### src/rtl/tmr2_defines.svh
// Offsets, bit positions and reset values of the timer2 register block
// Overview of operation
// - Software reads and writes counter value directly
// - Counter write suppresses compare on next tick
// - Compare value checked against counter every count
// - Compare interrupt needs enable, flag, global enable
// - Overflow interrupt needs enable, flag, global enable
// - Counter equal to compare value sets flag
// - Compare flag cleared by vector or one
// - Counter overflow sets overflow flag
// - Overflow flag cleared by vector or one
// - Phase correct mode flags overflow at bottom
// - Enabled compare outputs replace pin latch value
// - Both outputs enabled combine them automatically
// - Pin latch selects AND or OR combining
// - Pin driver enabled only by direction bit
// - Legacy fuse mode disables the modulator
// - Modulation lowers resolution by carrier period
`ifndef TMR2_DEFINES_SVH
`define TMR2_DEFINES_SVH

`define TMR2_ADDR_COMPARE 6'h23
`define TMR2_ADDR_COUNT 6'h24
`define TMR2_ADDR_FLAGS 6'h36
`define TMR2_ADDR_MASK 6'h37

`define TMR2_CMP_BIT 7
`define TMR2_OVF_BIT 6

`define TMR2_RST_COUNT 8'h00
`define TMR2_RST_COMPARE 8'h00
`define TMR2_RST_FLAGS 8'h00
`define TMR2_RST_MASK 8'h00
`define TMR2_RST_PIN_OE_N 1'b1

`define TMR2_MAX 8'hff
`define TMR2_BOTTOM 8'h00
`define TMR2_MODE_OFF 2'h0

`endif

### src/rtl/tmr2_pkg.sv
// Types shared by the timer2 register block and its modulator
`default_nettype none
package tmr2_pkg;

	typedef enum logic [1:0] {
		TMR2_NORMAL,
		TMR2_PHASE_PWM,
		TMR2_CTC,
		TMR2_FAST_PWM
	} tmr2_wave_type;

	typedef struct packed {
		logic we;
		logic re;
		logic [5:0] addr;
		logic [7:0] wdata;
	} tmr2_io_req_type;

	typedef struct packed {
		logic [7:0] cnt;
		logic [7:0] ocr;
		logic flag_cmp;
		logic flag_ovf;
		logic mask_cmp;
		logic mask_ovf;
		logic block;
		logic dir_down;
		logic oc2;
		logic cmp_irq;
		logic ovf_irq;
		logic fuse_meta;
		logic fuse_sync;
		logic [7:0] rdata;
	} tmr2_state_type;

	typedef struct packed {
		logic pin_out;
		logic pin_oe_n;
	} tmr2_mod_state_type;

endpackage
`default_nettype wire

### src/rtl/tmr2_modulator.sv
// Output compare modulator driving the shared port pin
`include "tmr2_defines.svh"
`default_nettype none
module tmr2_modulator (
	input wire logic ref_clk,
	input wire logic rst_n,
	input wire logic carrier_compare_output,
	input wire logic modulating_compare_output,
	input wire logic [1:0] carrier_mode,
	input wire logic [1:0] modulating_mode,
	input wire logic shared_pin_output_latch,
	input wire logic shared_pin_direction,
	input wire logic legacy_mode,
	output logic pin_out,
	output logic pin_oe_n
);
	tmr2_pkg::tmr2_mod_state_type s_r;
	tmr2_pkg::tmr2_mod_state_type s_nxt;
	logic car_on;
	logic mod_on;

	always_comb begin
		s_nxt = s_r;
		car_on = carrier_mode != `TMR2_MODE_OFF;
		mod_on = modulating_mode != `TMR2_MODE_OFF;
		s_nxt.pin_oe_n = !shared_pin_direction;
		if (car_on && mod_on && !legacy_mode) begin
			// Edges snap to carrier cycles, costing modulating resolution
			if (shared_pin_output_latch) begin
				s_nxt.pin_out = carrier_compare_output |
					modulating_compare_output;
			end else begin
				s_nxt.pin_out = carrier_compare_output &
					modulating_compare_output;
			end
		end else if (car_on) begin
			s_nxt.pin_out = carrier_compare_output;
		end else if (mod_on && !legacy_mode) begin
			s_nxt.pin_out = modulating_compare_output;
		end else begin
			s_nxt.pin_out = shared_pin_output_latch;
		end
	end

	always_ff @(posedge ref_clk) begin
		if (!rst_n) begin
			s_r.pin_out <= 1'b0;
			s_r.pin_oe_n <= `TMR2_RST_PIN_OE_N;
		end else begin
			s_r <= s_nxt;
		end
	end

	assign pin_out = s_r.pin_out;
	assign pin_oe_n = s_r.pin_oe_n;

	property p_oe_dir;
		@(posedge ref_clk) disable iff (!rst_n)
		1'b1 |=> pin_oe_n == !$past(shared_pin_direction);
	endproperty
	a_oe_dir: assert property (p_oe_dir)
		else $error("pin enable not following direction");

	property p_mod_and;
		@(posedge ref_clk) disable iff (!rst_n)
		car_on && mod_on && !legacy_mode && !shared_pin_output_latch
		|=> pin_out == ($past(carrier_compare_output) &&
			$past(modulating_compare_output));
	endproperty
	a_mod_and: assert property (p_mod_and)
		else $error("modulator AND result wrong");

	property p_mod_or;
		@(posedge ref_clk) disable iff (!rst_n)
		car_on && mod_on && !legacy_mode && shared_pin_output_latch
		|=> pin_out == ($past(carrier_compare_output) ||
			$past(modulating_compare_output));
	endproperty
	a_mod_or: assert property (p_mod_or)
		else $error("modulator OR result wrong");

	property p_legacy;
		@(posedge ref_clk) disable iff (!rst_n)
		legacy_mode && car_on
		|=> pin_out == $past(carrier_compare_output);
	endproperty
	a_legacy: assert property (p_legacy)
		else $error("modulator active in legacy mode");

	c_mod_or: cover property (@(posedge ref_clk) disable iff (!rst_n)
		car_on && mod_on && !legacy_mode && shared_pin_output_latch);
endmodule // tmr2_modulator
`default_nettype wire

### src/rtl/tmr2_regs.sv
// Timer2 counter, compare and interrupt flag registers with pin output
`include "tmr2_defines.svh"
`default_nettype none
module tmr2_regs (
	input wire logic ref_clk,
	input wire logic rst_n,
	input wire tmr2_pkg::tmr2_io_req_type io_req,
	output logic [7:0] io_rdata,
	input wire logic timer_tick,
	input wire logic [1:0] wave_mode,
	input wire logic [1:0] carrier_mode,
	input wire logic [1:0] modulating_mode,
	input wire logic modulating_compare_output,
	input wire logic global_irq_enable,
	input wire logic compare_vector_ack,
	input wire logic overflow_vector_ack,
	input wire logic shared_pin_output_latch,
	input wire logic shared_pin_direction,
	input wire logic legacy_fuse,
	output logic carrier_compare_output,
	output logic compare_irq_req,
	output logic overflow_irq_req,
	output logic shared_pin_out,
	output logic shared_pin_oe_n
);
	tmr2_pkg::tmr2_state_type s_r;
	tmr2_pkg::tmr2_state_type s_nxt;
	tmr2_pkg::tmr2_wave_type wave;
	logic cmp_evt;
	logic ovf_evt;
	logic wr_cnt;
	logic wr_ocr;
	logic wr_flg;
	logic wr_msk;

	function automatic logic hit(input logic [5:0] a, input logic [5:0] b);
		hit = a == b;
	endfunction

	always_comb begin
		s_nxt = s_r;
		wave = tmr2_pkg::tmr2_wave_type'(wave_mode);
		cmp_evt = 1'b0;
		ovf_evt = 1'b0;
		wr_cnt = io_req.we && hit(io_req.addr, `TMR2_ADDR_COUNT);
		wr_ocr = io_req.we && hit(io_req.addr, `TMR2_ADDR_COMPARE);
		wr_flg = io_req.we && hit(io_req.addr, `TMR2_ADDR_FLAGS);
		wr_msk = io_req.we && hit(io_req.addr, `TMR2_ADDR_MASK);
		// Fuse is a pin level, so it is synchronised
		s_nxt.fuse_meta = legacy_fuse;
		s_nxt.fuse_sync = s_r.fuse_meta;

		if (timer_tick) begin
			s_nxt.block = 1'b0;
			// A blocked tick still counts, it only loses its match
			cmp_evt = (s_r.cnt == s_r.ocr) && !s_r.block;
			case (wave)
				tmr2_pkg::TMR2_NORMAL,
				tmr2_pkg::TMR2_FAST_PWM: begin
					s_nxt.cnt = s_r.cnt + 8'h01;
					ovf_evt = s_r.cnt == `TMR2_MAX;
				end
				tmr2_pkg::TMR2_CTC: begin
					if (s_r.cnt == s_r.ocr) begin
						s_nxt.cnt = `TMR2_BOTTOM;
					end else begin
						s_nxt.cnt = s_r.cnt + 8'h01;
					end
					ovf_evt = s_r.cnt == `TMR2_MAX;
				end
				tmr2_pkg::TMR2_PHASE_PWM: begin
					if (s_r.dir_down) begin
						if (s_r.cnt == `TMR2_BOTTOM) begin
							s_nxt.dir_down = 1'b0;
							s_nxt.cnt = s_r.cnt + 8'h01;
							ovf_evt = 1'b1;
						end else begin
							s_nxt.cnt = s_r.cnt - 8'h01;
						end
					end else if (s_r.cnt == `TMR2_MAX) begin
						s_nxt.dir_down = 1'b1;
						s_nxt.cnt = s_r.cnt - 8'h01;
					end else begin
						s_nxt.cnt = s_r.cnt + 8'h01;
					end
				end
				default: begin
					s_nxt.cnt = s_r.cnt;
				end
			endcase

			// Carrier waveform from the compare match
			case (wave)
				tmr2_pkg::TMR2_NORMAL,
				tmr2_pkg::TMR2_CTC: begin
					if (cmp_evt) begin
						case (carrier_mode)
							2'h1: s_nxt.oc2 = !s_r.oc2;
							2'h2: s_nxt.oc2 = 1'b0;
							2'h3: s_nxt.oc2 = 1'b1;
							default: s_nxt.oc2 = s_r.oc2;
						endcase
					end
				end
				tmr2_pkg::TMR2_FAST_PWM: begin
					if (carrier_mode[1]) begin
						// Match at top is ignored, bottom action only
						if (s_r.cnt == `TMR2_MAX) begin
							s_nxt.oc2 = !carrier_mode[0];
						end else if (cmp_evt) begin
							s_nxt.oc2 = carrier_mode[0];
						end
					end
				end
				tmr2_pkg::TMR2_PHASE_PWM: begin
					// At top the counter is still rising, so up action
					if (carrier_mode[1] && cmp_evt) begin
						if (s_r.dir_down) begin
							s_nxt.oc2 = !carrier_mode[0];
						end else begin
							s_nxt.oc2 = carrier_mode[0];
						end
					end
				end
				default: begin
					s_nxt.oc2 = s_r.oc2;
				end
			endcase
		end

		// Software write beats the tick in the same cycle
		if (wr_cnt) begin
			s_nxt.cnt = io_req.wdata;
			s_nxt.block = 1'b1;
		end
		if (wr_ocr) begin
			s_nxt.ocr = io_req.wdata;
		end
		if (wr_msk) begin
			s_nxt.mask_cmp = io_req.wdata[`TMR2_CMP_BIT];
			s_nxt.mask_ovf = io_req.wdata[`TMR2_OVF_BIT];
		end

		// Clears first so a same-cycle event wins
		if ((wr_flg && io_req.wdata[`TMR2_CMP_BIT]) || compare_vector_ack) begin
			s_nxt.flag_cmp = 1'b0;
		end
		if (cmp_evt) begin
			s_nxt.flag_cmp = 1'b1;
		end
		if ((wr_flg && io_req.wdata[`TMR2_OVF_BIT]) || overflow_vector_ack) begin
			s_nxt.flag_ovf = 1'b0;
		end
		if (ovf_evt) begin
			s_nxt.flag_ovf = 1'b1;
		end

		s_nxt.cmp_irq = s_r.flag_cmp && s_r.mask_cmp &&
			global_irq_enable;
		s_nxt.ovf_irq = s_r.flag_ovf && s_r.mask_ovf &&
			global_irq_enable;

		if (io_req.re) begin
			if (hit(io_req.addr, `TMR2_ADDR_COUNT)) begin
				s_nxt.rdata = s_r.cnt;
			end else if (hit(io_req.addr, `TMR2_ADDR_COMPARE)) begin
				s_nxt.rdata = s_r.ocr;
			end else if (hit(io_req.addr, `TMR2_ADDR_FLAGS)) begin
				s_nxt.rdata = {s_r.flag_cmp, s_r.flag_ovf, 6'h00};
			end else if (hit(io_req.addr, `TMR2_ADDR_MASK)) begin
				s_nxt.rdata = {s_r.mask_cmp, s_r.mask_ovf, 6'h00};
			end else begin
				s_nxt.rdata = 8'h00;
			end
		end
	end

	always_ff @(posedge ref_clk) begin
		if (!rst_n) begin
			s_r <= '0;
			s_r.cnt <= `TMR2_RST_COUNT;
			s_r.ocr <= `TMR2_RST_COMPARE;
		end else begin
			s_r <= s_nxt;
		end
	end

	tmr2_modulator u_mod (
		.ref_clk(ref_clk),
		.rst_n(rst_n),
		.carrier_compare_output(s_r.oc2),
		.modulating_compare_output(modulating_compare_output),
		.carrier_mode(carrier_mode),
		.modulating_mode(modulating_mode),
		.shared_pin_output_latch(shared_pin_output_latch),
		.shared_pin_direction(shared_pin_direction),
		.legacy_mode(s_r.fuse_sync),
		.pin_out(shared_pin_out),
		.pin_oe_n(shared_pin_oe_n)
	);

	assign io_rdata = s_r.rdata;
	assign carrier_compare_output = s_r.oc2;
	assign compare_irq_req = s_r.cmp_irq;
	assign overflow_irq_req = s_r.ovf_irq;

	property p_cnt_write;
		@(posedge ref_clk) disable iff (!rst_n)
		wr_cnt |=> s_r.cnt == $past(io_req.wdata) && s_r.block;
	endproperty
	a_cnt_write: assert property (p_cnt_write)
		else $error("counter write not taken");

	property p_cnt_read;
		@(posedge ref_clk) disable iff (!rst_n)
		io_req.re && hit(io_req.addr, `TMR2_ADDR_COUNT)
		|=> io_rdata == $past(s_r.cnt);
	endproperty
	a_cnt_read: assert property (p_cnt_read)
		else $error("counter read wrong");

	property p_block;
		@(posedge ref_clk) disable iff (!rst_n)
		s_r.block && timer_tick && !s_r.flag_cmp |=> !s_r.flag_cmp;
	endproperty
	a_block: assert property (p_block)
		else $error("compare not blocked after counter write");

	property p_match;
		@(posedge ref_clk) disable iff (!rst_n)
		timer_tick && !s_r.block && s_r.cnt == s_r.ocr
		|=> s_r.flag_cmp ##1 (compare_irq_req ==
			($past(s_r.mask_cmp) && $past(global_irq_enable)));
	endproperty
	a_match: assert property (p_match)
		else $error("match did not set compare flag");

	property p_ovf_max;
		@(posedge ref_clk) disable iff (!rst_n)
		timer_tick && wave != tmr2_pkg::TMR2_PHASE_PWM &&
		s_r.cnt == `TMR2_MAX |=> s_r.flag_ovf;
	endproperty
	a_ovf_max: assert property (p_ovf_max)
		else $error("overflow flag not set at max");

	property p_ovf_pc;
		@(posedge ref_clk) disable iff (!rst_n)
		timer_tick && wave == tmr2_pkg::TMR2_PHASE_PWM &&
		s_r.dir_down && s_r.cnt == `TMR2_BOTTOM
		|=> s_r.flag_ovf && !s_r.dir_down;
	endproperty
	a_ovf_pc: assert property (p_ovf_pc)
		else $error("overflow flag not set at bottom turn");

	property p_cmp_clear;
		@(posedge ref_clk) disable iff (!rst_n)
		(compare_vector_ack || (wr_flg && io_req.wdata[`TMR2_CMP_BIT]))
		&& !cmp_evt |=> !s_r.flag_cmp;
	endproperty
	a_cmp_clear: assert property (p_cmp_clear)
		else $error("compare flag not cleared");

	property p_ovf_clear;
		@(posedge ref_clk) disable iff (!rst_n)
		(overflow_vector_ack || (wr_flg && io_req.wdata[`TMR2_OVF_BIT]))
		&& !ovf_evt |=> !s_r.flag_ovf;
	endproperty
	a_ovf_clear: assert property (p_ovf_clear)
		else $error("overflow flag not cleared");

	property p_cmp_irq;
		@(posedge ref_clk) disable iff (!rst_n)
		s_r.flag_cmp && s_r.mask_cmp && global_irq_enable
		|=> compare_irq_req;
	endproperty
	a_cmp_irq: assert property (p_cmp_irq)
		else $error("compare interrupt not raised");

	property p_ovf_irq;
		@(posedge ref_clk) disable iff (!rst_n)
		!(s_r.flag_ovf && s_r.mask_ovf && global_irq_enable)
		|=> !overflow_irq_req;
	endproperty
	a_ovf_irq: assert property (p_ovf_irq)
		else $error("overflow interrupt without cause");

	c_match: cover property (@(posedge ref_clk) disable iff (!rst_n)
		cmp_evt ##1 s_r.flag_cmp);
	c_ovf_pc: cover property (@(posedge ref_clk) disable iff (!rst_n)
		ovf_evt && wave == tmr2_pkg::TMR2_PHASE_PWM);
	c_block: cover property (@(posedge ref_clk) disable iff (!rst_n)
		s_r.block && timer_tick && s_r.cnt == s_r.ocr);
endmodule // tmr2_regs
`default_nettype wire
### config.mk
export PLATFORM = sky130hd
export DESIGN_NAME = tmr2_regs
export DESIGN_NICKNAME = d
export VERILOG_FILES = /design/src/rtl/tmr2_pkg.sv /design/src/rtl/tmr2_modulator.sv /design/src/rtl/tmr2_regs.sv
export VERILOG_INCLUDE_DIRS = /design/src /design/src/rtl
export SDC_FILE = /design/constraint.sdc
export NUM_CORES = 1
export LEC_CHECK = 0
export ABC_CLOCK_PERIOD_IN_PS = 1480
export BUFFER_PORTS_ARGS = -buffer_cell sky130_fd_sc_hd__buf_2
export CAP_MARGIN = 20
export CORE_MARGIN = 2
export CORE_UTILIZATION = 50
export CTS_CLUSTER_SIZE = 28
export DETAILED_ROUTE_END_ITERATION = 16
export PLACE_DENSITY = 0.76
export RECOVER_POWER = 50
export SLEW_MARGIN = 20
export SYNTH_ARGS = -nofsm -noshare
export SYNTH_HDL_FRONTEND = slang
export SYNTH_SLANG_ARGS = --single-unit
### constraint.sdc
create_clock -name ref_clk -period 1.48 [get_ports ref_clk]
set_input_delay 0 -clock ref_clk [delete_from_list [all_inputs] [get_ports ref_clk]]
set_output_delay 0 -clock ref_clk [all_outputs]
set_load 0.02 [all_outputs]
# == After elaboration in Yosys (flattened, before gate mapping) ==
# Cells that the tools add are included.
# totals
reg_bits,37
output_inout_bits,13
elab_cells,109
# classes
addsub,2
eq_ne,17
mux,38
n_bitwise,2
n_reduce_logical,34
# ops
cell,count
8-bit two-way mux,10
"6-bit == test, second input constant",4
8-bit one-hot mux with 3 select lines,1
1-bit two-way mux,23
1-bit logical AND,15
2-bit nonzero test,5
"8-bit by 1-bit adder with 8-bit output, second input constant",1
"2-bit == test, second input constant",4
8-bit == test,1
"8-bit == test, second input constant",1
8-bit logical NOT,1
"8-bit by 1-bit subtractor with 8-bit output, second input constant",1
"2-bit inequality test, second input constant",3
1-bit one-hot mux with 3 select lines,2
6-bit AND reduction,1
1-bit logical NOT,5
"2-bit by 1-bit == test with 1-bit output, second input constant",2
"4-bit by 1-bit inequality test with 1-bit output, second input constant",1
2-bit OR reduction,2
3-bit two-way mux,1
"3-bit inequality test, second input constant",1
3-bit OR reduction,1
2-bit logical NOT,1
1-bit logical OR,2
other kinds (4),4

# == Depth between registers and ports, before layout ==
# Gate-level depths: netlist of run 1.
# depth
depth_word,8
ltp_mapped,9
depth_no_buf,8

# == Modules after synthesis ==
# Synthesis of run 1 repeated with hierarchy kept, for this count alone.
# hier_totals
hier_cells,301
hier_area_um2,2441.1
# modules_own_cells
module,instances,cells_each,area_each_um2,seq_area_each_um2
tmr2_regs,1,288,2339.7,700.7
tmr2_modulator,1,13,101.3,40.0

# == Worst setup path after synthesis of run 1 ==
# Ideal clock, no wire load.
# synth_timing
path_type,flip-flop to flip-flop
start,register s_r[27] (netlist bit)
end,register s_r[32] (netlist bit)
setup_ps,123
arrival_time_ps,1491
required_ps,1357
path_slack_ps,-134
path_stages_with_launch,9
path_buffers,1
period_less_slack_ps,1614
cell_sequence,dfxtp_1 -> buf_2 -> inv_1 -> ha_1 -> nand3_1 -> o221a_1 -> nand2_2 -> a221oi_1 -> nor2_1
# synth_between
elab_chain_len,6
elab_cells_between_ends,12
# synth_lines
element,line_no,rtl
start: declaration,tmr2_regs.sv:26,tmr2_pkg::tmr2_state_type s_r;
start signal: assignment,tmr2_regs.sv:184,s_r <= s_nxt;
"8-bit by 1-bit adder with 8-bit output, or another cell as far along",--,
8-bit two-way mux (on tied branches),"tmr2_regs.sv:80, tmr2_regs.sv:73",
8-bit two-way mux,tmr2_regs.sv:72,if (s_r.dir_down) begin
8-bit one-hot mux with 3 select lines *,tmr2_regs.sv:57,case (wave)
8-bit two-way mux *,tmr2_regs.sv:53,if (timer_tick) begin
8-bit two-way mux *,tmr2_regs.sv:132,if (wr_cnt) begin
# Every way passes the cells marked *; elsewhere a longest branch is shown, timed or not. The select of a mux whose other input is x is not followed.
# A chain may end at the register's enable or synchronous reset.

# == Worst setup path after layout of run 1 ==
# layout_timing
start,register s_r[31] (netlist bit)
end,register s_r[33] (netlist bit)
# Same word-level chain as after synthesis.

==> qor_table.md, run 1 <==
| Stage | Parameter | This run |
|---|---|---|
| outcome | Outcome | finished, violations left |
| outcome | Failing checks | hold timing, setup timing |
| grt | Layer with the highest usage | met2 |
| sta | Final critical path time including I/O delays and setup | 1.759 ns |
| grt | Overflow left after global routing | 0 |
| die | Core Region | 4723 sq um |
| detailed routing | Total via count after detailed routing | 2572 |
| sta | Worst Hold Margin | -0.002975 ns |
| die | Row cnt | 25 |
| synthesis | Most frequent cell after synthesis | nand2_1 |
| place | Final Wtd Congestion | 0.9363 |
| critical path | Total buffers and inverters traversed by the critical path | 0 |
| run | Max-cap violations | 0 |
| grt | Global Route met3 Usage | 5.691% |
| critical path | FF-to-FF setup slack | -0.28 ns |
| sta | Worst setup margin | -0.2787 ns |
| critical path | Critical path's most frequent cell | nor2_2 |
| critical path | Worst Reg-to-Reg Cells | 6 |
| synthesis | Syn. warnings | 0 |
| grt | Number of global-route vias before repair | 2434 |
| synthesis | Post-synth top area cell | dfxtp_1 |
| synthesis | Post-synth EDFFs | 0 |
| power and ir drop | Switching power summed over all nets | 721.8 uW |
| clock tree | Number of buffers created by CTS | 5 |
| power and ir drop | Largest voltage drop on the vdd net | 0.4859 mV |
| critical path | Type of the worst setup path | flip-flop to flip-flop |
| power and ir drop | Net switching fraction of the power | 27.97% |
| critical path | Setup crit start kind | flip-flop |
| clock tree | Clock transition at the registers of the reported paths | 0.08 ns |
| detailed routing | 1st-iter DRT viols | 196 |
| sta | Fmax achieved | 568.6 MHz |
| place | Detailed placement HPWL | 4.861 mm |
| detailed routing | DRC viols | 0 |
| power and ir drop | Pwr Density | 752.0 nW/um^2 |
| die | Number of top-level design ports | 45 |
| grt | Wire length of the first global-routing pass | 11.11 mm |
| power and ir drop | Static power due to leakage | 1.476 nW |
| grt | Grt met1 use | 32.22% |
| clock tree | Number of sinks on the clock net | 37 |
| critical path | Chain of cells forming the critical path | nor4_4 -> a31oi_2 -> nor2_2 -> nor2_2 -> a222oi_1 -> a21oi_1 |
| sta | Max-slew headroom | 52.23% |
| cells and area | Finished Core Util | 72.66% |
| die | Area of the die | 5468 sq um |
| cells and area | Flip-flop and latch area | 763.2 sq um |
| detailed routing | Final WL | 7.271 mm |
| sta | Final Max Slew Viols | 0 |
| worst hold path | Worst min-delay path startpoint | io_req[3] |
| sta | Slew @ Worst Pin | 0.7153 ns |
| clock tree | Clock Path Buffers | 2 |
| die | Die boundary height | 73.95 um |
| synthesis | Post-Syn Instances | 298 |
| power and ir drop | Power share of the sequential group | 40.5% |
| worst hold path | Hold WC Path Type | primary input to flip-flop |
| synthesis | Number of storage elements in the synthesis netlist | 37 |
| synthesis | Synth cell types | 54 |
| synthesis | Leading cell types by count after synthesis | nand2_1 (38), dfxtp_1 (37), nand3_1 (18) |
| critical path | Required time of the critical path | 1.64 ns |
| detailed routing | Post-route antenna net violation count | 0 |
| critical path | Cell family contributing the most delay on the critical path | compound AO/OA/AOI/OAI gates |
| critical path | Slowest stage cell, crit path | a222oi_1 |
| sta | Setup-violating endpoint count in the final report | 12 |
| sta | Fin. Hold Viols | 1 |
| synthesis | Share of synthesized flip-flops with an asynchronous set or reset | 0% |
| critical path | Capture instance of the worst register-to-register path | s_r[33]$_SDFFE_PN0P_ |
| grt | Total Routing Usage GR | 26.19% |
| cells and area | Total area of multi-input combinational cells | 1688 sq um |
| grt | Pin count of the biggest net entering global routing | 23 |
| cells and area | Layout net count | 425 |
| detailed routing | Wire length per cell after detailed routing | 16.09 um |
| die | Effective utilization at floorplan | 51.79% |
| cells and area | Area growth from synthesis to final layout | 40.31% |
| grt | Met2 Resource Use GR | 44.25% |
| clock tree | Latest clock arrival within the worst-skew pair | 0.29 ns |
| critical path | Worst Path Arrival | 1.92 ns |
| cells and area | Fill cell instance count of the final layout | 348 |
| power and ir drop | Clock share of power | 35.7% |
| synthesis | Commonest register cell after synthesis | dfxtp_1 |
| synthesis | Number of nets produced by synthesis | 339 |
| clock tree | Clock tree from TritonCTS | yes |
| worst hold path | Hold depth | 3 |
| sta | Setup repair after global routing missed its margin | true |
| critical path | R2r startpoint | s_r[31]$_SDFFE_PN0P_ |
| critical path | Max Fanout on Critical Path | 5 |
| critical path | Slowest stage delay, CP | 0.40 ns |
| synthesis | Proportion of synthesized chip area in sequential cells | 30.28% |
| cells and area | Fraction of layout instances using a drive strength above 1 | 37.40% |
| detailed routing | Drt first pass iters | 5 |
| grt | Initial antenna violation count | 0 |
| cells and area | ANT cells | 0 |
| synthesis | Synth Area per Inst | 8.208 sq um |
| power and ir drop | Fraction of power consumed by combinational cells | 23.9% |
| synthesis | Top cells by area in the synthesized netlist | dfxtp_1 (30%), nand2_1 (5.8%), xnor2_1 (4.7%) |
| die | X dimension of the die | 73.95 um |
| power and ir drop | Design internal power | 1.859 mW |
| clock tree | CTS H-tree lvls | 2 |
| worst hold path | End point of the most critical hold path | s_r[22]$_SDFFE_PN0P_ |
| sta | Final Cycle Share | 118.8% |
| synthesis | Cell area after synthesis | 2446 sq um |
| clock tree | Root cell of the clock tree | clkbuf_8 |
| place | Buffers added on ports | 44 |
| detailed routing | Average via count per standard cell | 5.690 |
| sta | Largest clock skew in the final design | 0.005281 ns |
| synthesis | Area share of the leading cell type in the synthesized netlist | 30.28% |
| critical path | Nature of the critical path endpoint | flip-flop |
## worst register-to-register path, stage by stage (launching register included)
cell,delay [ns]
dfxtp_4,0.38
nor4_4,0.33
a31oi_2,0.19
nor2_2,0.14
nor2_2,0.09
a222oi_1,0.40
a21oi_1,0.10
## power groups by stage
stage,combinational (mW),clock [mW],sequential (mW)
2_1_floorplan,0.301,0,1.07
3_3_place_gp,0.476,0,1.07
3_5_place_dp,0.485,0,1.07
4_1_cts,0.555,0.927,1.04
5_1_grt,0.664,0.975,1.05
6_report,0.616,0.920,1.04
## cells by family (layout without fill, tap and decap cells)
| family | after synthesis | in the layout | share of synthesized area (%) |
|---|---|---|---|
| simple gates | 107 | 107 | 23.27 |
| compound gates | 81 | 81 | 23.94 |
| buf+inv | 43 | 130 | 10.08 |
| flops | 37 | 37 | 30.28 |
| xor+xnor | 16 | 16 | 5.729 |
| fa+ha+maj | 9 | 9 | 4.604 |
| mux | 5 | 5 | 2.097 |
## worst max path at each step
stage	startpoint	endpoint	slack, ns	cells after the start
2_1_floorplan	s_r[34]$_SDFFE_PN0P_	s_r[33]$_SDFFE_PN0P_	-0.06	7
3_3_place_gp	s_r[31]$_SDFFE_PN0P_	s_r[32]$_SDFFE_PN0P_	-0.21	6
3_5_place_dp	s_r[34]$_SDFFE_PN0P_	s_r[33]$_SDFFE_PN0P_	-0.26	6
4_1_cts	s_r[27]$_SDFFE_PN0P_	s_r[33]$_SDFFE_PN0P_	-0.24	8
5_1_grt	s_r[31]$_SDFFE_PN0P_	s_r[32]$_SDFFE_PN0P_	-0.31	7
6_report	s_r[31]$_SDFFE_PN0P_	s_r[33]$_SDFFE_PN0P_	-0.28	6
## stage by stage
step                      worst slack (ns)  instances  cell area, sq um  total power, mW  setup TNS (ns)
after detailed placement           -0.2598        423              2930            1.555          -1.635
after CTS                          -0.2396        449              3351            2.526          -1.296
final                              -0.2787        452              3432            2.581          -2.066
after global routing               -0.3097        452              3432            2.687          -2.893
after floorplan                   -0.06261        298              2494            1.373         -0.2054
after global placement             -0.2052        423              2930            1.545          -1.359
## state kept, by name, indices dropped and copies added (netlist names)
| signal | flops |
|---|---|
| u_mod.pin_out | 1 |
| io_rdata | 8 |
| s_nxt | 1 |
| overflow_irq_req | 1 |
| u_mod.pin_oe_n | 1 |
| s_r | 23 |
| carrier_compare_output | 1 |
| compare_irq_req | 1 |
## cells in the final DEF, fill, tap and decap left out, drive strengths merged, types with 13 or more instances in the layout
cell type and n:
buf 87, nand2 39, dfxtp 37, nand3 18, clkbuf 18, nor2 16
inv 14, a21oi 14, xnor2 13
## repair_timing
action | in CTS | in global routing
gates resized for setup | 35 | 17
gates cloned | 0 | 0
pin swaps | 27 | 15
hold endpoints to repair | 9 | 0
hold buffers | 8 | 0
endpoints found under the setup margin | 11 | 12
setup buffers | 11 | 3
## final cells by class
type	instances	area share (%)
Clock buffer	6	2.406
Clock inverter	2	1.094
Inverter	14	1.604
Multi-Input combinational cell	218	49.18
Sequential cell	37	22.24
Tap cell	67	2.443
Timing Repair Buffer	108	21.04
## metal layers
layer  routed length (um)  up-vias
li1                     -     1240
met1                 3000     1195
met2                 3568      107
met3                  468       30
met4                  234        0
met5                    0        -
Note: power is estimated with default switching activity, not from simulation.
==> inputs of run 2 (changes only) <==
==> constraint.sdc (replaced) <==
create_clock -name ref_clk -period 1.48 [get_ports ref_clk]
set_input_delay 0.222 -clock ref_clk [delete_from_list [all_inputs] [get_ports ref_clk]]
set_output_delay 0.222 -clock ref_clk [all_outputs]
set_load 0.02 [all_outputs]
==> qor_table.md, run 2 (synthesis gave the netlist of run 1 again) <==
| Stage | Parameter | This run | vs previous |
|---|---|---|---|
| grt | Pin count of the biggest net entering global routing | 23 | unchanged |
| clock tree | Root cell of the clock tree | clkbuf_8 | unchanged |
| critical path | FF-to-FF setup slack | -0.23 ns | was -0.28 ns |
| critical path | Max Fanout on Critical Path | 5 | unchanged |
| critical path | Slowest stage delay, CP | 0.37 ns | was 0.40 ns |
| critical path | Cell family contributing the most delay on the critical path | compound AO/OA/AOI/OAI gates | unchanged |
| grt | Initial antenna violation count | 0 | unchanged |
| detailed routing | Post-route antenna net violation count | 0 | unchanged |
| detailed routing | Total via count after detailed routing | 2594 | was 2572 |
| grt | Wire length of the first global-routing pass | 11.34 mm | was 11.11 mm |
| worst hold path | End point of the most critical hold path | u_mod.pin_oe_n$_SDFF_PN1_ | was s_r[22]$_SDFFE_PN0P_ |
| clock tree | Number of buffers inserted for hold repair after clock tree synthesis | 0 | was 8 |
| detailed routing | Wire length per cell after detailed routing | 16.57 um | was 16.09 um |
| cells and area | ANT cells | 0 | unchanged |
| worst hold path | Hold depth | 2 | was 3 |
| power and ir drop | Power Total | 2.362 mW | was 2.581 mW |
| outcome | Outcome | finished, violations left | unchanged |
| sta | Setup-violating endpoint count in the final report | 11 | was 12 |
| place | Buffers added on ports | 44 | unchanged |
| critical path | Required time of the critical path | 1.64 ns | about the same |
| grt | Overflow left after global routing | 0 | unchanged |
| detailed routing | Met1 wire length | 2.958 mm | was 3.000 mm |
| cells and area | Most common library cell in the layout ignoring fill and taps | buf_4 | unchanged |
| cells and area | Flip-flop count of the largest register after layout | 23 | unchanged |
| sta | Max-slew headroom | 52.06% | was 52.23% |
| clock tree | CTS H-tree lvls | 2 | unchanged |
| critical path | R2r startpoint | s_r[30]$_SDFFE_PN0P_ | was s_r[31]$_SDFFE_PN0P_ |
| sta | Fmax achieved | 584.3 MHz | was 568.6 MHz |
| critical path | Worst Path Arrival | 1.88 ns | was 1.92 ns |
| critical path | Type of the worst setup path | flip-flop to flip-flop | unchanged |
| cells and area | Commonest cells after routing, fill and taps aside | buf_4 (47), nand2_1 (35), buf_2 (32) | was buf_4 (52), nand2_1 (35), buf_2 (32) |
| clock tree | Clock transition at the registers of the reported paths | 0.07 ns | was 0.08 ns |
| sta | Slew @ Worst Pin | 0.7191 ns | was 0.7153 ns |
| critical path | Nature of the critical path endpoint | flip-flop | unchanged |
| critical path | Worst Reg-to-Reg Cells | 7 | was 6 |
| critical path | Setup crit start kind | flip-flop | unchanged |
| sta | Aggregate negative setup slack | -1.812 ns | was -2.066 ns |
| grt | Total Routing Usage GR | 27.18% | was 26.19% |
| clock tree | Latest clock arrival within the worst-skew pair | 0.30 ns | was 0.29 ns |
| detailed routing | 1st-iter DRT viols | 242 | was 196 |
| die | Core Region | 4723 sq um | unchanged |
| power and ir drop | Pwr Density | 705.6 nW/um^2 | was 752.0 nW/um^2 |
| worst hold path | Worst min-delay path startpoint | shared_pin_direction | was io_req[3] |
| place | Final Wtd Congestion | 0.9499 | was 0.9363 |
| place | Detailed placement HPWL | 4.855 mm | was 4.861 mm |
| sta | Fin. Hold Viols | 0 | was 1 |
| cells and area | Layout net count | 418 | was 425 |
| outcome | Failing checks | setup timing | was hold timing, setup timing |
| detailed routing | Detailed route wirelength on metal3 | 532 um | was 468 um |
| sta | Setup repair after global routing missed its margin | true | unchanged |
| sta | Largest clock skew in the final design | 0.01126 ns | was 0.005281 ns |
| power and ir drop | Static power due to leakage | 1.445 nW | was 1.476 nW |
| die | Row cnt | 25 | unchanged |
| die | Number of top-level design ports | 45 | unchanged |
| die | X dimension of the die | 73.95 um | unchanged |
| clock tree | Number of buffers created by CTS | 5 | unchanged |
| die | Die boundary height | 73.95 um | unchanged |
| critical path | Capture instance of the worst register-to-register path | s_r[27]$_SDFFE_PN0P_ | was s_r[33]$_SDFFE_PN0P_ |
| critical path | Slowest stage cell, crit path | dfxtp_2 | was a222oi_1 |
| sta | Final critical path time including I/O delays and setup | 1.711 ns | was 1.759 ns |
| cells and area | Register with the most flip-flops | s_r | unchanged |
| clock tree | Clock Path Buffers | 2 | unchanged |
| clock tree | Clock tree from TritonCTS | yes | unchanged |
| cells and area | Fraction of layout instances using a drive strength above 1 | 37.57% | was 37.40% |
| sta | Final Max Slew Viols | 0 | unchanged |
| sta | Worst setup margin | -0.2314 ns | was -0.2787 ns |
| power and ir drop | Largest voltage drop on the vdd net | 0.5024 mV | was 0.4859 mV |
| die | Effective utilization at floorplan | 51.79% | unchanged |
| worst hold path | Hold WC Path Type | primary input to flip-flop | unchanged |
| detailed routing | Average via count per standard cell | 5.829 | was 5.690 |
| detailed routing | Drt first pass iters | 5 | unchanged |
| grt | Number of global-route vias before repair | 2406 | was 2434 |
| detailed routing | Final WL | 7.374 mm | was 7.271 mm |
| die | Area of the die | 5468 sq um | unchanged |
| detailed routing | DRC viols | 0 | unchanged |
| clock tree | Number of sinks on the clock net | 37 | unchanged |
| detailed routing | Top Layer Used | met4 | unchanged |
| run | Max-cap violations | 0 | unchanged |
| critical path | Critical path's most frequent cell | a21oi_1 | was nor2_2 |
| critical path | Total buffers and inverters traversed by the critical path | 1 | was 0 |
| cells and area | Fill cell instance count of the final layout | 352 | was 348 |
| detailed routing | Met2 WL | 3.677 mm | was 3.568 mm |
| sta | Final Cycle Share | 115.6% | was 118.8% |
| cells and area | Area growth from synthesis to final layout | 36.83% | was 40.31% |
| critical path | Chain of cells forming the critical path | xnor2_2 -> nand4_1 -> o21ai_4 -> buf_4 -> a311oi_2 -> a21oi_1 -> a21oi_1 | was nor4_4 -> a31oi_2 -> nor2_2 -> nor2_2 -> a222oi_1 -> a21oi_1 |
## run 2: cell types whose count changed in the layout (fill, tap and decap cells not counted), sizes merged
cell          delta
dlymetal6s2s     -1
clkinv           +2
clkbuf           +2
clkinvlp         -1
bufinv           -1
dlygate4sd3      -8
## run 2: layout make-up
| class | count | area (sq um) | share of cell area, % |
|---|---|---|---|
| Clock inverter | 2 | 10.01 | 0.2991 |
| Inverter | 14 | 55.05 | 1.645 |
| Timing Repair Buffer | 101 | 664.4 | 19.85 |
| Tap cell | 67 | 83.83 | 2.505 |
| Sequential cell | 37 | 763.2 | 22.80 |
| Multi-Input combinational cell | 218 | 1698 | 50.73 |
| Clock buffer | 6 | 72.57 | 2.168 |
## run 2: layer usage
layer,vias up,GRT usage (%)
met2,124,45.24
met5,-,0
met1,1227,34.00
met3,21,5.962
li1,1222,-
met4,0,11.52
## run 2: stage by stage
stage	setup WS [ns]	hold WS [ns]	std cells	area, sq um	utilization [%]
finish	-0.2314	0.08403	445	3347	70.86
floorplan	-0.06261	0.2839	298	2494	-
detailed placement	-0.2190	0.3920	425	2945	62.36
global route	-0.3247	0.08404	445	3347	70.86
CTS	-0.1658	0.08442	443	3242	68.64
global placement	-0.2179	0.3829	425	2945	62.36
## run 2: timing repair
item                       4_1_cts  5_1_grt
buffers inserted                10        4
pin swaps                       24       20
resized for setup               35       24
setup endpoints to repair       12       11
## run 2: how the worst max path moves through the flow
stage,startpoint,to,slack (ns),cells past startpoint
2_1_floorplan,s_r[34]$_SDFFE_PN0P_,s_r[33]$_SDFFE_PN0P_,-0.06,7
3_3_place_gp,s_r[34]$_SDFFE_PN0P_,s_r[33]$_SDFFE_PN0P_,-0.22,6
3_5_place_dp,s_r[28]$_SDFFE_PN0P_,s_r[34]$_SDFFE_PN0P_,-0.22,7
5_1_grt,s_r[30]$_SDFFE_PN0P_,s_r[33]$_SDFFE_PN0P_,-0.32,7
6_report,s_r[30]$_SDFFE_PN0P_,s_r[27]$_SDFFE_PN0P_,-0.23,7
4_1_cts,s_r[27]$_SDFFE_PN0P_,s_r[33]$_SDFFE_PN0P_,-0.17,8
## run 2: report_power, final
| group | total, mW | internal [mW] | switching (mW) |
|---|---|---|---|
| clock network | 0.696 | 0.327 | 0.369 |
| logic | 0.620 | 0.288 | 0.332 |
| registers | 1.05 | 1.02 | 0.0251 |
| total | 2.36 | 1.64 | 0.726 |
==> inputs of run 3 (changes only) <==
--- a/config.mk
+++ b/config.mk
@@ -11,6 +11,7 @@
 export CAP_MARGIN = 20
 export CORE_MARGIN = 2
 export CORE_UTILIZATION = 50
+export CTS_BUF_LIST = sky130_fd_sc_hd__clkbuf_4 sky130_fd_sc_hd__clkbuf_8 sky130_fd_sc_hd__clkbuf_16
 export CTS_CLUSTER_SIZE = 28
 export DETAILED_ROUTE_END_ITERATION = 16
 export PLACE_DENSITY = 0.76
==> qor_table.md, run 3 (synthesis gave the netlist of run 1 again) <==
| Stage | Parameter | This run | vs previous |
|---|---|---|---|
| outcome | Outcome | finished, violations left | unchanged |
| outcome | Failing checks | setup timing | unchanged |
| critical path | Capture point of the critical path | s_r[27]$_SDFFE_PN0P_ | unchanged |
| cells and area | Total area of multi-input combinational cells | 1698 sq um | unchanged |
| power and ir drop | Largest voltage drop on the vdd net | 0.4970 mV | was 0.5024 mV |
| critical path | Total buffers and inverters traversed by the critical path | 1 | unchanged |
| grt | Grt met1 use | 33.92% | was 34.00% |
| cells and area | Most common library cell in the layout ignoring fill and taps | buf_4 | unchanged |
| critical path | Type of the worst setup path | flip-flop to flip-flop | unchanged |
| cells and area | Flip-flop and latch area | 763.2 sq um | unchanged |
| sta | Setup-violating endpoint count in the final report | 11 | unchanged |
| clock tree | Clock Path Buffers | 2 | unchanged |
| critical path | R2r startpoint | s_r[30]$_SDFFE_PN0P_ | unchanged |
| critical path | Worst Path Arrival | 1.88 ns | about the same |
| sta | Setup repair after global routing missed its margin | true | unchanged |
| detailed routing | Drt first pass iters | 5 | unchanged |
| clock tree | Latest clock arrival within the worst-skew pair | 0.29 ns | was 0.30 ns |
| place | Buffers added on ports | 44 | unchanged |
| grt | Pin count of the biggest net entering global routing | 23 | unchanged |
| critical path | FF-to-FF setup slack | -0.23 ns | about the same |
| cells and area | Area growth from synthesis to final layout | 36.98% | was 36.83% |
| clock tree | Number of buffers created by CTS | 5 | unchanged |
| place | Placed Cells incl. Taps | 425 | unchanged |
| die | Effective utilization at floorplan | 51.79% | unchanged |
| critical path | Nature of the critical path endpoint | flip-flop | unchanged |
| die | Row cnt | 25 | unchanged |
| cells and area | Fill cell instance count of the final layout | 352 | unchanged |
| detailed routing | Total via count after detailed routing | 2605 | was 2594 |
| detailed routing | 1st-iter DRT viols | 233 | was 242 |
| sta | Final Max Slew Viols | 0 | unchanged |
| critical path | Max Fanout on Critical Path | 5 | unchanged |
| sta | Final critical path time including I/O delays and setup | 1.713 ns | was 1.711 ns |
| detailed routing | Final WL | 7.378 mm | was 7.374 mm |
| die | Die boundary height | 73.95 um | unchanged |
| power and ir drop | Pwr Density | 708.0 nW/um^2 | was 705.6 nW/um^2 |
| sta | Largest clock skew in the final design | 0.01164 ns | was 0.01126 ns |
| place | Final Wtd Congestion | 0.9499 | unchanged |
| cells and area | Flip-flop count of the largest register after layout | 23 | unchanged |
| sta | Final Cycle Share | 115.7% | was 115.6% |
| cells and area | Post-route insts no fill | 445 | unchanged |
| cells and area | Layout net count | 418 | unchanged |
| sta | Slew @ Worst Pin | 0.7158 ns | was 0.7191 ns |
| clock tree | CTS H-tree lvls | 2 | unchanged |
| cells and area | Register with the most flip-flops | s_r | unchanged |
| sta | Worst setup margin | -0.2327 ns | was -0.2314 ns |
| grt | Wire length of the first global-routing pass | 11.36 mm | was 11.34 mm |
| grt | Number of global-route vias before repair | 2411 | was 2406 |
| critical path | Crit path launch | s_r[30]$_SDFFE_PN0P_ | unchanged |
| grt | Met2 Resource Use GR | 45.54% | was 45.24% |
| cells and area | Commonest cells after routing, fill and taps aside | buf_4 (47), nand2_1 (35), buf_2 (32) | unchanged |
| grt | Total Routing Usage GR | 27.24% | was 27.18% |
| grt | Global Route met3 Usage | 5.962% | unchanged |
| cells and area | ANT cells | 0 | unchanged |
| critical path | Instance count on the critical path | 7 | unchanged |
| sta | Max-slew headroom | 52.28% | was 52.06% |
| critical path | Critical path's most frequent cell | a21oi_1 | unchanged |
| sta | Fmax achieved | 583.9 MHz | was 584.3 MHz |
| critical path | Capture instance of the worst register-to-register path | s_r[27]$_SDFFE_PN0P_ | unchanged |
| cells and area | Fraction of layout instances using a drive strength above 1 | 37.83% | was 37.57% |
| place | Detailed placement HPWL | 4.855 mm | unchanged |
| critical path | Setup crit start kind | flip-flop | unchanged |
| grt | Overflow left after global routing | 0 | unchanged |
| clock tree | Clock transition at the registers of the reported paths | 0.07 ns | about the same |
| worst hold path | Hold depth | 2 | unchanged |
| critical path | Chain of cells forming the critical path | xnor2_2 -> nand4_1 -> o21ai_4 -> buf_4 -> a311oi_2 -> a21oi_1 -> a21oi_1 | unchanged |
| critical path | Slowest stage cell, crit path | dfxtp_2 | unchanged |
| clock tree | Clock tree from TritonCTS | yes | unchanged |
| sta | Fin. Hold Viols | 0 | unchanged |
| grt | Initial antenna violation count | 0 | unchanged |
| die | Area of the die | 5468 sq um | unchanged |
| clock tree | Number of sinks on the clock net | 37 | unchanged |
| detailed routing | Wire length per cell after detailed routing | 16.58 um | was 16.57 um |
| critical path | Cell family contributing the most delay on the critical path | compound AO/OA/AOI/OAI gates | unchanged |
| detailed routing | Post-route antenna net violation count | 0 | unchanged |
| detailed routing | DRC viols | 0 | unchanged |
| critical path | Required time of the critical path | 1.65 ns | was 1.64 ns |
| power and ir drop | Static power due to leakage | 1.449 nW | was 1.445 nW |
| place | Setup slack at placement | -0.2190 ns | unchanged |
| run | Max-cap violations | 0 | unchanged |
| die | Core Region | 4723 sq um | unchanged |
| die | X dimension of the die | 73.95 um | unchanged |
| grt | Layer with the highest usage | met2 | unchanged |
| worst hold path | Hold WC Path Type | primary input to flip-flop | unchanged |
| die | Number of top-level design ports | 45 | unchanged |
| critical path | Worst Reg-to-Reg Cells | 7 | unchanged |
| critical path | Slowest stage delay, CP | 0.37 ns | about the same |
| detailed routing | Average via count per standard cell | 5.854 | was 5.829 |
| sta | Aggregate negative setup slack | -1.824 ns | was -1.812 ns |
| clock tree | Number of buffers inserted for hold repair after clock tree synthesis | 0 | unchanged |
| clock tree | Root cell of the clock tree | clkbuf_8 | unchanged |
==> run 3: worst min-delay path by stage <==
stage | slack, ns | startpoint | end
after CTS | 0.08 | shared_pin_direction | u_mod.pin_oe_n$_SDFF_PN1_
after global routing | 0.08 | shared_pin_direction | u_mod.pin_oe_n$_SDFF_PN1_
after detailed placement | 0.39 | shared_pin_direction | u_mod.pin_oe_n$_SDFF_PN1_
after floorplan | 0.28 | shared_pin_direction | u_mod.pin_oe_n$_SDFF_PN1_
after global placement | 0.38 | shared_pin_direction | u_mod.pin_oe_n$_SDFF_PN1_
final | 0.08 | shared_pin_direction | u_mod.pin_oe_n$_SDFF_PN1_
==> run 3: area by class of cell <==
cell class / count / share of cell area (%)
multi-input cells: 218 / 50.67
clock inverters: 2 / 0.2987
repair buffers: 101 / 19.83
flip-flops and latches: 37 / 22.78
well taps: 67 / 2.502
clock buffers: 6 / 2.278
inverters: 14 / 1.643
==> run 3: metrics by stage <==
stage | hold WS (ns) | util (%) | power [mW] | instance area, sq um
6_report | 0.08486 | 70.94 | 2.372 | 3351
5_1_grt | 0.08404 | 70.94 | 2.482 | 3351
4_1_cts | 0.08442 | 68.72 | 2.309 | 3246
3_5_place_dp | 0.3920 | 62.36 | 1.561 | 2945
3_3_place_gp | 0.3829 | 62.36 | 1.550 | 2945
2_1_floorplan | 0.2839 | - | 1.373 | 2494
==> run 3: per-layer routing <==
| layer | up-vias | wire, um |
|---|---|---|
| met2 | 142 | 3672 |
| met4 | 0 | 182 |
| met5 | - | 0 |
| li1 | 1222 | - |
| met1 | 1219 | 2909 |
| met3 | 22 | 613 |
==> run 3: where the power goes <==
group          switching [mW]  internal [mW]
combinational           0.330          0.287
sequential             0.0255           1.02
clock                   0.364          0.345
total                   0.719           1.65
==> run 3: timing repair <==
| action | 4_1_cts | 5_1_grt |
|---|---|---|
| endpoints found under the hold margin | 0 | 0 |
| gates resized for setup | 35 | 24 |
| setup endpoints to repair | 12 | 11 |
| setup buffers | 10 | 4 |
| pin swaps | 24 | 20 |
